==> src/rtl/rsc_pkg.sv <==
/*
  Package for the reset source combiner: register offset, bit positions,
  reset values and source bundle type.
  Assumes a single 25 MHz system clock and an AHB-Lite register bus.
*/
package rsc_pkg;

  // ----------------------------------------
  // Register map
  // ----------------------------------------
  localparam logic [11:0] RSC_CAUSE_OFS = 12'h000;
  localparam logic [11:0] RSC_STATE_OFS = 12'h004;
  localparam int RSC_REG_W = 16;

  // ----------------------------------------
  // Bit positions of the cause register
  // ----------------------------------------
  localparam int RSC_POR_BIT = 0;
  localparam int RSC_BOR_BIT = 1;
  localparam int RSC_IDLE_BIT = 2;
  localparam int RSC_SLEEP_BIT = 3;
  localparam int RSC_WATCHDOG_TIMEOUT_FLAG_BIT = 4;
  localparam int RSC_SWDT_BIT = 5;
  localparam int RSC_SWR_BIT = 6;
  localparam int RSC_EXT_BIT = 7;
  localparam int RSC_VREG_BIT = 8;
  localparam int RSC_CM_BIT = 9;
  localparam int RSC_ILL_BIT = 14;
  localparam int RSC_TRAP_BIT = 15;

  // Implemented bits; 13..10 read as zero
  localparam logic [15:0] RSC_IMPL_MASK = 16'hC3FF;
  // Value after power-on: power-on and brown-out flags set
  localparam logic [15:0] RSC_POR_VALUE = 16'h0003;

  // ----------------------------------------
  // Bus encodings
  // ----------------------------------------
  localparam logic [1:0] RSC_HTRANS_NONSEQ = 2'h2;
  localparam logic [1:0] RSC_HTRANS_SEQ = 2'h3;

  // Reset and wake sources, all active high, one clock wide or longer
  typedef struct packed {
    logic power_on;
    logic brownout;
    logic master_clear;
    logic reset_instr;
    logic watchdog_timeout;
    logic config_mismatch;
    logic trap_conflict;
    logic illegal_opcode;
    logic uninit_wreg;
    logic security;
    logic sleep_wake;
    logic idle_wake;
  } rsc_sources_t;

endpackage

==> src/rtl/rsc_reset_combiner.sv <==
/*
  Reset source combiner: ORs all reset sources into one master reset and
  keeps the software-visible reset cause and control register.
  Assumes sources are synchronous to clock_i and that power-on is held
  active for at least one clock edge while the clock runs.
*/
`timescale 1ns/1ps
`default_nettype none

module rsc_reset_combiner #(
  parameter int REG_W = rsc_pkg::RSC_REG_W,
  parameter int ADDR_W = $bits(rsc_pkg::RSC_CAUSE_OFS)
) (
  input wire logic clock_i,
  input wire logic rst_b_i,
  input wire rsc_pkg::rsc_sources_t sources_i,
  input wire logic fuse_watchdog_enable_i,
  input wire logic hsel_i,
  input wire logic [31:0] haddr_i,
  input wire logic [1:0] htrans_i,
  input wire logic hwrite_i,
  input wire logic [2:0] hsize_i,
  input wire logic [31:0] hwdata_i,
  input wire logic hready_i,
  output logic [31:0] hrdata_o,
  output logic hreadyout_o,
  output logic hresp_o,
  output logic master_reset_o,
  output logic watchdog_enable_o,
  output logic regulator_sleep_sel_o
);
  import rsc_pkg::*;

  // ----------------------------------------
  // Sizes and elaboration checks
  // ----------------------------------------
  localparam int BUS_W = $bits(hwdata_i);

  // Flag positions are fixed; another width would move them away from
  // where software looks for them.
  if (REG_W != RSC_REG_W) begin : g_bad_reg_w
    $error("register width must match the cause layout");
  end

  // The decoder compares the low address bits with the offsets as-is.
  if (ADDR_W != $bits(RSC_CAUSE_OFS)) begin : g_bad_addr_w
    $error("address width must match the register offsets");
  end

  // The cause word is returned in the low half of a bus word.
  if (REG_W > BUS_W) begin : g_bad_bus_w
    $error("register wider than the data bus");
  end

  // Power-on must not load a bit that always reads as zero.
  if ((RSC_POR_VALUE & ~RSC_IMPL_MASK) != '0) begin : g_bad_por
    $error("power-on value touches unimplemented bits");
  end

  // ----------------------------------------
  // Helpers
  // ----------------------------------------
  // Word decode shared by the write strobe and the read mux
  function automatic logic word_hit(
    input logic [ADDR_W-1:0] addr,
    input logic [ADDR_W-1:0] ofs
  );
    word_hit = (addr == ofs);
  endfunction

  // One event placed at its flag position, zero elsewhere
  function automatic logic [REG_W-1:0] at_bit(
    input int pos,
    input logic value
  );
    at_bit = '0;
    at_bit[pos] = value;
  endfunction

  // Only NONSEQ and SEQ carry a transfer; IDLE and BUSY are ignored.
  function automatic logic trans_active(input logic [1:0] trans);
    trans_active = (trans == RSC_HTRANS_NONSEQ) ||
                   (trans == RSC_HTRANS_SEQ);
  endfunction

  // Every event flag must land on an implemented bit.
  function automatic logic flag_ok(input int pos);
    flag_ok = (pos < REG_W) && RSC_IMPL_MASK[pos];
  endfunction

  if (!(flag_ok(RSC_POR_BIT) && flag_ok(RSC_BOR_BIT) &&
        flag_ok(RSC_IDLE_BIT) && flag_ok(RSC_SLEEP_BIT) &&
        flag_ok(RSC_WATCHDOG_TIMEOUT_FLAG_BIT) && flag_ok(RSC_SWR_BIT) &&
        flag_ok(RSC_EXT_BIT) && flag_ok(RSC_CM_BIT) &&
        flag_ok(RSC_ILL_BIT) && flag_ok(RSC_TRAP_BIT))) begin : g_bad_map
    $error("an event flag sits on an unimplemented bit");
  end

  // ----------------------------------------
  // Source taps
  // ----------------------------------------
  wire logic src_por;
  assign src_por = sources_i.power_on;
  wire logic src_bor;
  assign src_bor = sources_i.brownout;
  wire logic src_pin;
  assign src_pin = sources_i.master_clear;
  wire logic src_instr;
  assign src_instr = sources_i.reset_instr;
  wire logic src_wdt;
  assign src_wdt = sources_i.watchdog_timeout;
  wire logic src_cfg;
  assign src_cfg = sources_i.config_mismatch;
  wire logic src_trap;
  assign src_trap = sources_i.trap_conflict;

  wire logic src_opcode;
  assign src_opcode = sources_i.illegal_opcode;
  wire logic src_wreg;
  assign src_wreg = sources_i.uninit_wreg;
  wire logic src_secure;
  assign src_secure = sources_i.security;

  // Wake events are not resets; they only leave a trace in the register.
  wire logic src_sleep;
  assign src_sleep = sources_i.sleep_wake;
  wire logic src_idle;
  assign src_idle = sources_i.idle_wake;

  // ----------------------------------------
  // Reset combining
  // ----------------------------------------
  // The three illegal conditions share one flag and one reset path.
  wire logic any_illegal;
  assign any_illegal = src_opcode |
                       src_wreg |
                       src_secure;

  wire logic any_source;
  assign any_source = src_por |
                      src_bor |
                      src_pin |
                      src_instr |
                      src_wdt |
                      src_cfg |
                      src_trap |
                      any_illegal;

  // Registered so the master reset is glitch free toward the core; the
  // price is one cycle between a source and the reset it causes.
  logic master_reset;
  wire logic next_master_reset;
  assign next_master_reset = any_source;
  always_ff @(posedge clock_i) begin
    if (!rst_b_i) begin
      master_reset <= 1'b1;
    end else begin
      master_reset <= next_master_reset;
    end
  end
  assign master_reset_o = master_reset;

  // ----------------------------------------
  // Hardware events per flag
  // ----------------------------------------
  wire logic [REG_W-1:0] hw_set;
  assign hw_set = at_bit(RSC_TRAP_BIT, src_trap) |
                  at_bit(RSC_ILL_BIT, any_illegal) |
                  at_bit(RSC_CM_BIT, src_cfg) |
                  at_bit(RSC_EXT_BIT, src_pin) |
                  at_bit(RSC_SWR_BIT, src_instr) |
                  at_bit(RSC_WATCHDOG_TIMEOUT_FLAG_BIT, src_wdt) |
                  at_bit(RSC_SLEEP_BIT, src_sleep) |
                  at_bit(RSC_IDLE_BIT, src_idle) |
                  at_bit(RSC_BOR_BIT, src_bor) |
                  at_bit(RSC_POR_BIT, src_por);

  // ----------------------------------------
  // AHB-Lite slave
  // ----------------------------------------
  // Zero wait states: every transfer is answered in its data phase.
  wire logic take;
  assign take = hsel_i & hready_i & trans_active(htrans_i);
  wire logic take_write;
  assign take_write = take & hwrite_i;
  wire logic take_read;
  assign take_read = take & !hwrite_i;
  wire logic [ADDR_W-1:0] addr_a;
  assign addr_a = haddr_i[ADDR_W-1:0];

  // Address phase of a write, carried into its data phase
  logic wr_pend;
  wire logic next_wr_pend;
  assign next_wr_pend = take_write;
  always_ff @(posedge clock_i) begin
    if (!rst_b_i) begin
      wr_pend <= 1'b0;
    end else begin
      wr_pend <= next_wr_pend;
    end
  end

  logic [ADDR_W-1:0] wr_addr;
  wire logic [ADDR_W-1:0] next_wr_addr;
  assign next_wr_addr = take ? addr_a : wr_addr;
  always_ff @(posedge clock_i) begin
    if (!rst_b_i) begin
      wr_addr <= '0;
    end else begin
      wr_addr <= next_wr_addr;
    end
  end

  // Writes to the status word or to unmapped words are dropped.
  wire logic sw_write;
  assign sw_write = wr_pend & word_hit(wr_addr, RSC_CAUSE_OFS);
  wire logic [REG_W-1:0] sw_data;
  assign sw_data = hwdata_i[REG_W-1:0] & RSC_IMPL_MASK;

  // ----------------------------------------
  // Cause and control register
  // ----------------------------------------
  // Per flag: power-on wins over all, then a hardware event wins over a
  // software clear in the same cycle, so that only a reset coinciding with power-on goes unrecorded.
  // Software writes only store; they never reach any_source.
  logic [REG_W-1:0] cause;
  for (genvar b = 0; b < REG_W; b++) begin : g_flag
    wire logic kept;
    assign kept = sw_write ? sw_data[b] : cause[b];
    wire logic next_flag;
    assign next_flag = src_por ? RSC_POR_VALUE[b] :
                       (kept | hw_set[b]);
    always_ff @(posedge clock_i) begin
      if (!rst_b_i) begin
        cause[b] <= RSC_POR_VALUE[b];
      end else begin
        cause[b] <= next_flag;
      end
    end
  end

  assign regulator_sleep_sel_o = cause[RSC_VREG_BIT];
  // The fuse overrides software: the watchdog cannot be turned off then.
  assign watchdog_enable_o = fuse_watchdog_enable_i |
                             cause[RSC_SWDT_BIT];

  // ----------------------------------------
  // Read data
  // ----------------------------------------
  wire logic [BUS_W-1:0] cause_word;
  assign cause_word = BUS_W'(cause);
  // Status word: bit 0 master reset, bit 1 watchdog enable
  wire logic [BUS_W-1:0] state_word;
  assign state_word = BUS_W'({watchdog_enable_o, master_reset});
  wire logic [BUS_W-1:0] rd_next;
  assign rd_next = word_hit(addr_a, RSC_CAUSE_OFS) ? cause_word :
                   word_hit(addr_a, RSC_STATE_OFS) ? state_word :
                   '0;

  // Read data is held until the next read, not only for its data phase.
  wire logic [BUS_W-1:0] next_hrdata;
  assign next_hrdata = take_read ? rd_next : hrdata_o;
  always_ff @(posedge clock_i) begin
    if (!rst_b_i) begin
      hrdata_o <= '0;
    end else begin
      hrdata_o <= next_hrdata;
    end
  end

  assign hreadyout_o = 1'b1;
  assign hresp_o = 1'b0;

endmodule // rsc_reset_combiner

`default_nettype wire

==> config.mk <==
export PLATFORM = sky130hd
export DESIGN_NAME = rsc_reset_combiner
export DESIGN_NICKNAME = d
export VERILOG_FILES = /design/src/rtl/rsc_pkg.sv /design/src/rtl/rsc_reset_combiner.sv
export SDC_FILE = /design/constraint.sdc
export NUM_CORES = 1
export LEC_CHECK = 0
export BUFFER_PORTS_ARGS = -buffer_cell sky130_fd_sc_hd__buf_2
export CORE_ASPECT_RATIO = 1.5
export CORE_MARGIN = 4
export CORE_UTILIZATION = 24
export CTS_CLUSTER_SIZE = 12
export DETAILED_ROUTE_END_ITERATION = 6
export GPL_ROUTABILITY_DRIVEN = 0
export PLACE_DENSITY_LB_ADDON = 0.05
export SLEW_MARGIN = 20
export SYNTH_ARGS = -nofsm -noshare
export SYNTH_HDL_FRONTEND = slang
export SYNTH_SLANG_ARGS = --single-unit
==> constraint.sdc <==
create_clock -name clock_i -period 1.6 [get_ports clock_i]
set_input_delay 0.08 -clock clock_i [delete_from_list [all_inputs] [get_ports clock_i]]
set_output_delay 0.08 -clock clock_i [all_outputs]
set_load 0.1 [all_outputs]
-- Word-level counts from Yosys, hierarchy flattened
Cells that the tools add are included.
- register bits after elaboration: 62
- output and inout bits: 37
- latch bits: 0
- memory bits (writable): 0
- bits in read-only memories: 0
- memories kept: 0
- input bits: 87
- add/sub/neg operators: 0
- reduce and logical (&&, ||, !) cells: 5
- multipliers: 0
- eq/ne operators: 3
- divide/modulo/power cells: 0
- multiplexer cells: 18
- bitwise logic cells: 41
- shifts and indexed selects: 0
- order comparisons: 0
- operators by type and width (kind ; count):
    $or A1 B1 Y1 ; 26
    $logic_not A12 Y1 ; 2
    $mux W1 ; 16
    $mux W16 ; 1
    $or A16 B1 Y16 ; 1
    $or A16 B10 Y16 ; 1
    $or A16 B15 Y16 ; 1
    $or A16 B2 Y16 ; 1
    $or A16 B3 Y16 ; 1
    $or A16 B4 Y16 ; 1
    $or A16 B5 Y16 ; 1
    $or A16 B7 Y16 ; 1
    $or A16 B8 Y16 ; 1
    $eq A12 B3 Y1 const B ; 1
    $and A1 B1 Y1 ; 5
    $eq A2 B2 Y1 const B ; 2
    $mux W2 ; 1
    $reduce_or A2 Y1 ; 1
    $logic_not A1 Y1 ; 1
    $logic_or A1 B1 Y1 ; 1
    $not A1 Y1 ; 1

-- Depth between registers and ports, before layout
Gate-level depths: netlist (run 1).
- word-level depth: 12
- gate-level depth with buffers: 6
- mapped depth without buffers: 4

-- Least setup slack after synthesis (run 1)
No wires, ideal clock.
- path type: reg2reg
- start point: register wr_addr[5]
- end point: register cause[0]
- arrival: 1.195 ns
- period minus slack after synthesis: 1.315 ns
- buffers on the path: 1
- stages on the path, launching flop included: 5
- path slack: 0.285 ns
- cells stage by stage: dfxtp_1 -> nor4b_1 -> nand4_1 -> clkbuf_1 -> a211o_1
- longest elaborated chain between the ends: 4
- ends and longest elaborated chain (element ; RTL line ; source):
    start: declaration ; rsc_reset_combiner.sv:203 ; logic [ADDR_W-1:0] wr_addr;
    start signal: assignment ; rsc_reset_combiner.sv:210 ; wr_addr <= next_wr_addr;
    $logic_not A12 Y1 ; rsc_reset_combiner.sv:68 ; word_hit = (addr == ofs);
    $and A1 B1 Y1 ; rsc_reset_combiner.sv:216 ; assign sw_write = wr_pend & word_hit(wr_addr, RSC_CAUSE_OFS);
    $mux W1 ; rsc_reset_combiner.sv:229 ; assign kept = sw_write ? sw_data[b] : cause[b];
    $or A1 B1 Y1 ; rsc_reset_combiner.sv:232 ; (kept | hw_set[b]);
    end signal: indexed assignment ; rsc_reset_combiner.sv:235 ; cause[b] <= RSC_POR_VALUE[b];
    end signal: indexed assignment ; rsc_reset_combiner.sv:237 ; cause[b] <= next_flag;
    end: declaration ; rsc_reset_combiner.sv:226 ; logic [REG_W-1:0] cause;
Every way passes these cells.
A chain may end at the register's enable or synchronous reset.

-- Final worst setup path (run 1)
- start point: register wr_addr[11]
- end point: register cause[0]
Same word-level chain as after synthesis.

==> results of run 1 <==
-- critical path: stages (launching register included) --
cell and delay [ps]:
dfxtp_1 320, nor4_2 290, buf_4 150, nand4_1 130
buf_6 210, a211o_1 290
-- where the power goes --
group	total, mW	switching (mW)	internal, mW
clock	0.681	0.334	0.348
sequential	0.977	0.0110	0.966
combinational	0.391	0.311	0.0799
-- cell families (layout without fill, tap and decap cells) --
logic type	after synthesis	count (layout)	synth area share
buffers and inverters	32	76	0.1289
multiplexers	6	6	0.03750
flip-flops	38	38	0.4750
AND/OR/NAND/NOR	66	66	0.1906
AO/OA/AOI/OAI	34	34	0.1633
other	2	22	0.004689
-- flip-flops by register name (all words and copies together), names as in the netlist --
signal	flops
master_reset_o	1
wr_addr	12
hrdata_o	12
cause	11
wr_pend	1
regulator_sleep_sel_o	1
-- timing repair --
action,in CTS,in global routing
hold buffers,2,0
buffers inserted,0,0
hold endpoints to repair,1,0
gates resized for setup,0,2
setup endpoints to repair,0,8
-- layer usage --
layer  wire length, um  share of wire
met1              1785           0.42
met2              2076           0.49
met3               318          0.075
met4                65          0.015
met5                 0              0
-- cell usage after synthesis, types with 2 or more instances --
cell type  count
clkbuf_1       8
a22o_1        10
a211oi_1       7
nor3_1        10
conb_1         2
dfxtp_1       38
o21ai_0        2
nor4_1         2
buf_4         23
nand4_1        3
and3_1         2
nor2_1        14
or4_1          2
nand2_1       28
mux2i_1        6
a21boi_0      12
-- path summary, 6_finish.rpt --
| kind | end | slack, ps | cells past startpoint |
|---|---|---|---|
| hold reg to reg | wr_addr[3] | 460 | 2 |
| setup / recovery | cause[0] | 100 | 5 |
| setup reg to reg | cause[0] | 100 | 5 |
| hold / removal | cause[5] | 30 | 3 |
-- stage by stage --
| step | cell area [um2] | worst slack [ps] | hold WS (ps) |
|---|---|---|---|
| after floorplan | 1677 | 284.8 | 178.4 |
| after global placement | 1927 | 25.02 | 295.0 |
| after detailed placement | 1927 | 23.35 | 290.0 |
| after CTS | 2038 | 16.91 | 13.30 |
| after global routing | 2048 | 23.12 | 31.07 |
| final | 2048 | 103.0 | 26.01 |
-- cell type report --
| class | count | area share |
|---|---|---|
| repair buffers | 67 | 0.1863 |
| well taps | 76 | 0.04643 |
| multi-input cells | 128 | 0.3494 |
| inverters | 1 | 0.001833 |
| clock inverters | 1 | 0.002443 |
| clock buffers | 7 | 0.04215 |
| flip-flops and latches | 38 | 0.3714 |
==> results_dict.tcl, run 1 <==
set metrics [dict create \
    status "completed" \
    core_um2 6486 \
    wl_per_cell_um 13.35 \
    n_fill_cell 716 \
    grt_first_pass_wirelength_um 6727 \
    hold_viol 0 \
    synth_edf_count 0 \
    synth_cells 178 \
    drc 0 \
    synth_area_um2 1602 \
    critical_path.max_fanout 20 \
    cp.arrival_ps 1680 \
    ys_types 25 \
    die_h_um 108.0 \
    grt.overflow.total 0 \
    drv_slew 0 \
    start_kind "register" \
    synth_top_cell_area_share 0.4750 \
    ant_nets 0 \
    nNetsFinal 328 \
    path_class "reg -> reg" \
    stdcell_count 318 \
    clock_latency_ps 290 \
    worstHoldStart "hwdata_i[5]" \
    synth_ff_type "dfxtp_1" \
    cts_max_level 2 \
    final.min_clock_period_ps 1497 \
    netlist.top_cell.by_area "dfxtp_1" \
    grt_busiest_layer "met2" \
    antenna_found_initial 0 \
    placementRows 36 \
    power_mw 2.050 \
    fin_util 0.3158 \
    pin_count 124 \
    wirelength_um 4246 \
    finalCritPeriodShare 0.9356 \
    area.sequential_um2 760.7 \
    drive_gt1_frac 0.3058 \
    postSynthAreaPerCell_um2 8.997 \
    cts.path.max_buffers 2 \
    die_area_um2 8071 \
    grt_util_all_layers 0.1115 \
    seq_area_frac_synth 0.4750 \
    reg2reg_from "wr_addr[11]" \
    rsz0062_at_grt "no" \
    critPathRequiredTime_ps 1780 \
    final_cell_mix "buf_2, dfxtp_1, nand2_1" \
    dpl.hpwl_um 3240 \
    power.density_nw_per_um2 1001 \
    die_w_um 74.70 \
    avgViaCountPerCell 4.252 \
    yosys_warnings 0 \
    firstDrtPassIters 4 \
    clock_skew_ps 9.758 \
    maxCapViolCount 0 \
    n_antenna_cell 0 \
    grt_max_degree 21 \
    synth_area_leaders "dfxtp_1, buf_4, nand2_1" \
    final_common_cell "buf_2" \
    ys_ff_latch 38 \
    io_buffers 57 \
    drtIter0Drc 31 \
    use_met2 0.1843 \
    use_met1 0.1332 \
    multiInputGateArea_um2 715.7 \
    use_met3 0.03442 \
    cts_sinks 38 \
    clockRootBuffer "clkbuf_8" \
    setup-violations-final 0 \
    crit_path_start "wr_addr[11]" \
    via_count 1352 \
    hold_class "in -> reg" \
    fmax_mhz 668.0 \
    cts_tree "built" \
    initial_core_util 0.2469 \
    finalSetupTns_ps 0 \
    ir_worst_vdd_uv 442.2 \
    area_growth_pct 27.89 \
    end_kind "register" \
    place_inst 308 \
    numCtsBuffers 5 \
    grt_pass1_vias 1361 \
    path_clk_slew_ps 80 \
    ys_async_sr_fraction 0 \
    leakagePower_nw 0.9433 \
]
Power figures use the tool's default switching activity.
==> run 2, diff against run 1 <==
PLACE_DENSITY_LB_ADDON = default   (was 0.05)
==> results_dict.tcl, run 2 (synthesized netlist as in run 1, its figures left out) <==
set metrics [dict create \
    status "completed" \
    cp.arrival_ps 1660 \
    area_growth_pct 27.42 \
    fmax_mhz 678.3 \
    whs_ps 11.47 \
    final_cell_mix "buf_2, dfxtp_1, nand2_1" \
    wirelength_um 3900 \
    ir_worst_vdd_uv 378.1 \
    path_clk_slew_ps 80 \
    multiInputGateArea_um2 715.7 \
    power.density_nw_per_um2 1061 \
    cts.path.max_buffers 2 \
    initial_core_util 0.2469 \
    cts_sinks 38 \
    grt_max_degree 21 \
    place_inst 305 \
    dpl-instance-area_um2 1904 \
    antenna_found_initial 0 \
    start_kind "register" \
    firstDrtPassIters 3 \
    core_um2 6486 \
    final.min_clock_period_ps 1474 \
    cts_max_level 2 \
    area.sequential_um2 760.7 \
    finalSetupTns_ps 0 \
    hold_class "in -> reg" \
    via_count 1364 \
    drv_slew 0 \
    clockRootBuffer "clkbuf_8" \
    nNetsFinal 325 \
    die_h_um 108.0 \
    io_buffers 57 \
    hold_viol 0 \
    numCtsBuffers 5 \
    path_class "reg -> reg" \
    die_w_um 74.70 \
    critPathRequiredTime_ps 1780 \
    grt_first_pass_wirelength_um 6120 \
    worstMarginPinSlew_ps 534.5 \
    dpl.hpwl_um 2950 \
    finalCritPeriodShare 0.9214 \
    wl_per_cell_um 12.38 \
    rsz0062_at_grt "no" \
    die_area_um2 8071 \
    grt_pass1_vias 1306 \
    top_regs "hrdata_o: 12 flops, wr_addr: 12 flops, cause: 11 flops" \
    critical_path.max_fanout 20 \
    clock_latency_ps 290 \
    slew_headroom 0.6437 \
    grt_util_all_layers 0.09964 \
    placementRows 36 \
    final_common_cell "buf_2" \
    drive_gt1_frac 0.2971 \
    leakagePower_nw 0.9310 \
    setup-violations-final 0 \
    post_cts_buffers 0 \
    maxCapViolCount 0 \
    fin_area_um2 2041 \
    drc 0 \
    stdcell_count 315 \
    pin_count 124 \
    avgViaCountPerCell 4.330 \
    n_fill_cell 699 \
    ant_nets 0 \
    drtIter0Drc 30 \
    end_kind "register" \
    n_antenna_cell 0 \
    power_mw 2.165 \
    grt.overflow.total 0 \
    clock_skew_ps 5.695 \
    cts_tree "built" \
]
## run 2: cell types whose count changed in the layout (fill, tap and decap cells not counted)
| cell | previous run | this run |
|---|---|---|
| buf_4 | 6 | 4 |
| clkinvlp_4 | 0 | 1 |
| bufinv_16 | 0 | 1 |
| clkinv_2 | 1 | 0 |
| clkbuf_8 | 6 | 5 |
| buf_6 | 1 | 0 |
## run 2: critical path, cell delays in order, from the launching register on
cell     delay, ps
dfxtp_1        320
nor4_2         340
nand4_1        170
buf_4          240
a211o_1        300
## run 2: path summary, 6_finish.rpt
path | depth (start not counted) | to | slack, ps | startpoint
worst max register to register | 4 | cause[0] | 130 | wr_addr[11]
worst min register to register | 1 | cause[0] | 470 | cause[0]
worst max-delay path | 4 | cause[0] | 130 | wr_addr[11]
worst min-delay path | 3 | master_reset_o | 10 | sources_i[7]
## run 2: area by class of cell
cell class	count	area share
clock inverters	2	0.01839
repair buffers	64	0.1741
multi-input cells	128	0.3507
well taps	76	0.04660
inverters	1	0.001839
clock buffers	6	0.03556
flip-flops and latches	38	0.3728
## run 2: stage by stage
step           worst slack [ps]    util
2_1_floorplan             284.8       -
3_3_place_gp              103.8  0.2936
3_5_place_dp              95.04  0.2936
4_1_cts                   81.66  0.3137
5_1_grt                   31.63  0.3146
6_report                  125.8  0.3146
## run 2: per-layer routing
layer | global-route usage | vias up | share of wire
met3 | 0.02884 | 8 | 0.091
met4 | 0.04198 | 0 | 0.018
met2 | 0.1616 | 62 | 0.46
met1 | 0.1209 | 598 | 0.43
li1 | - | 696 | -
met5 | 0 | - | 0
## run 2: timing repair
action                                  in CTS  in global routing
endpoints found under the hold margin        1                  0
endpoints found under the setup margin       0                  1
hold buffers                                 2                  0
gates resized for setup                      0                  1
## run 2: where the power goes
group / switching (mW) / internal (mW)
Combinational: 0.306 / 0.0734
Clock: 0.343 / 0.465
Sequential: 0.0109 / 0.966
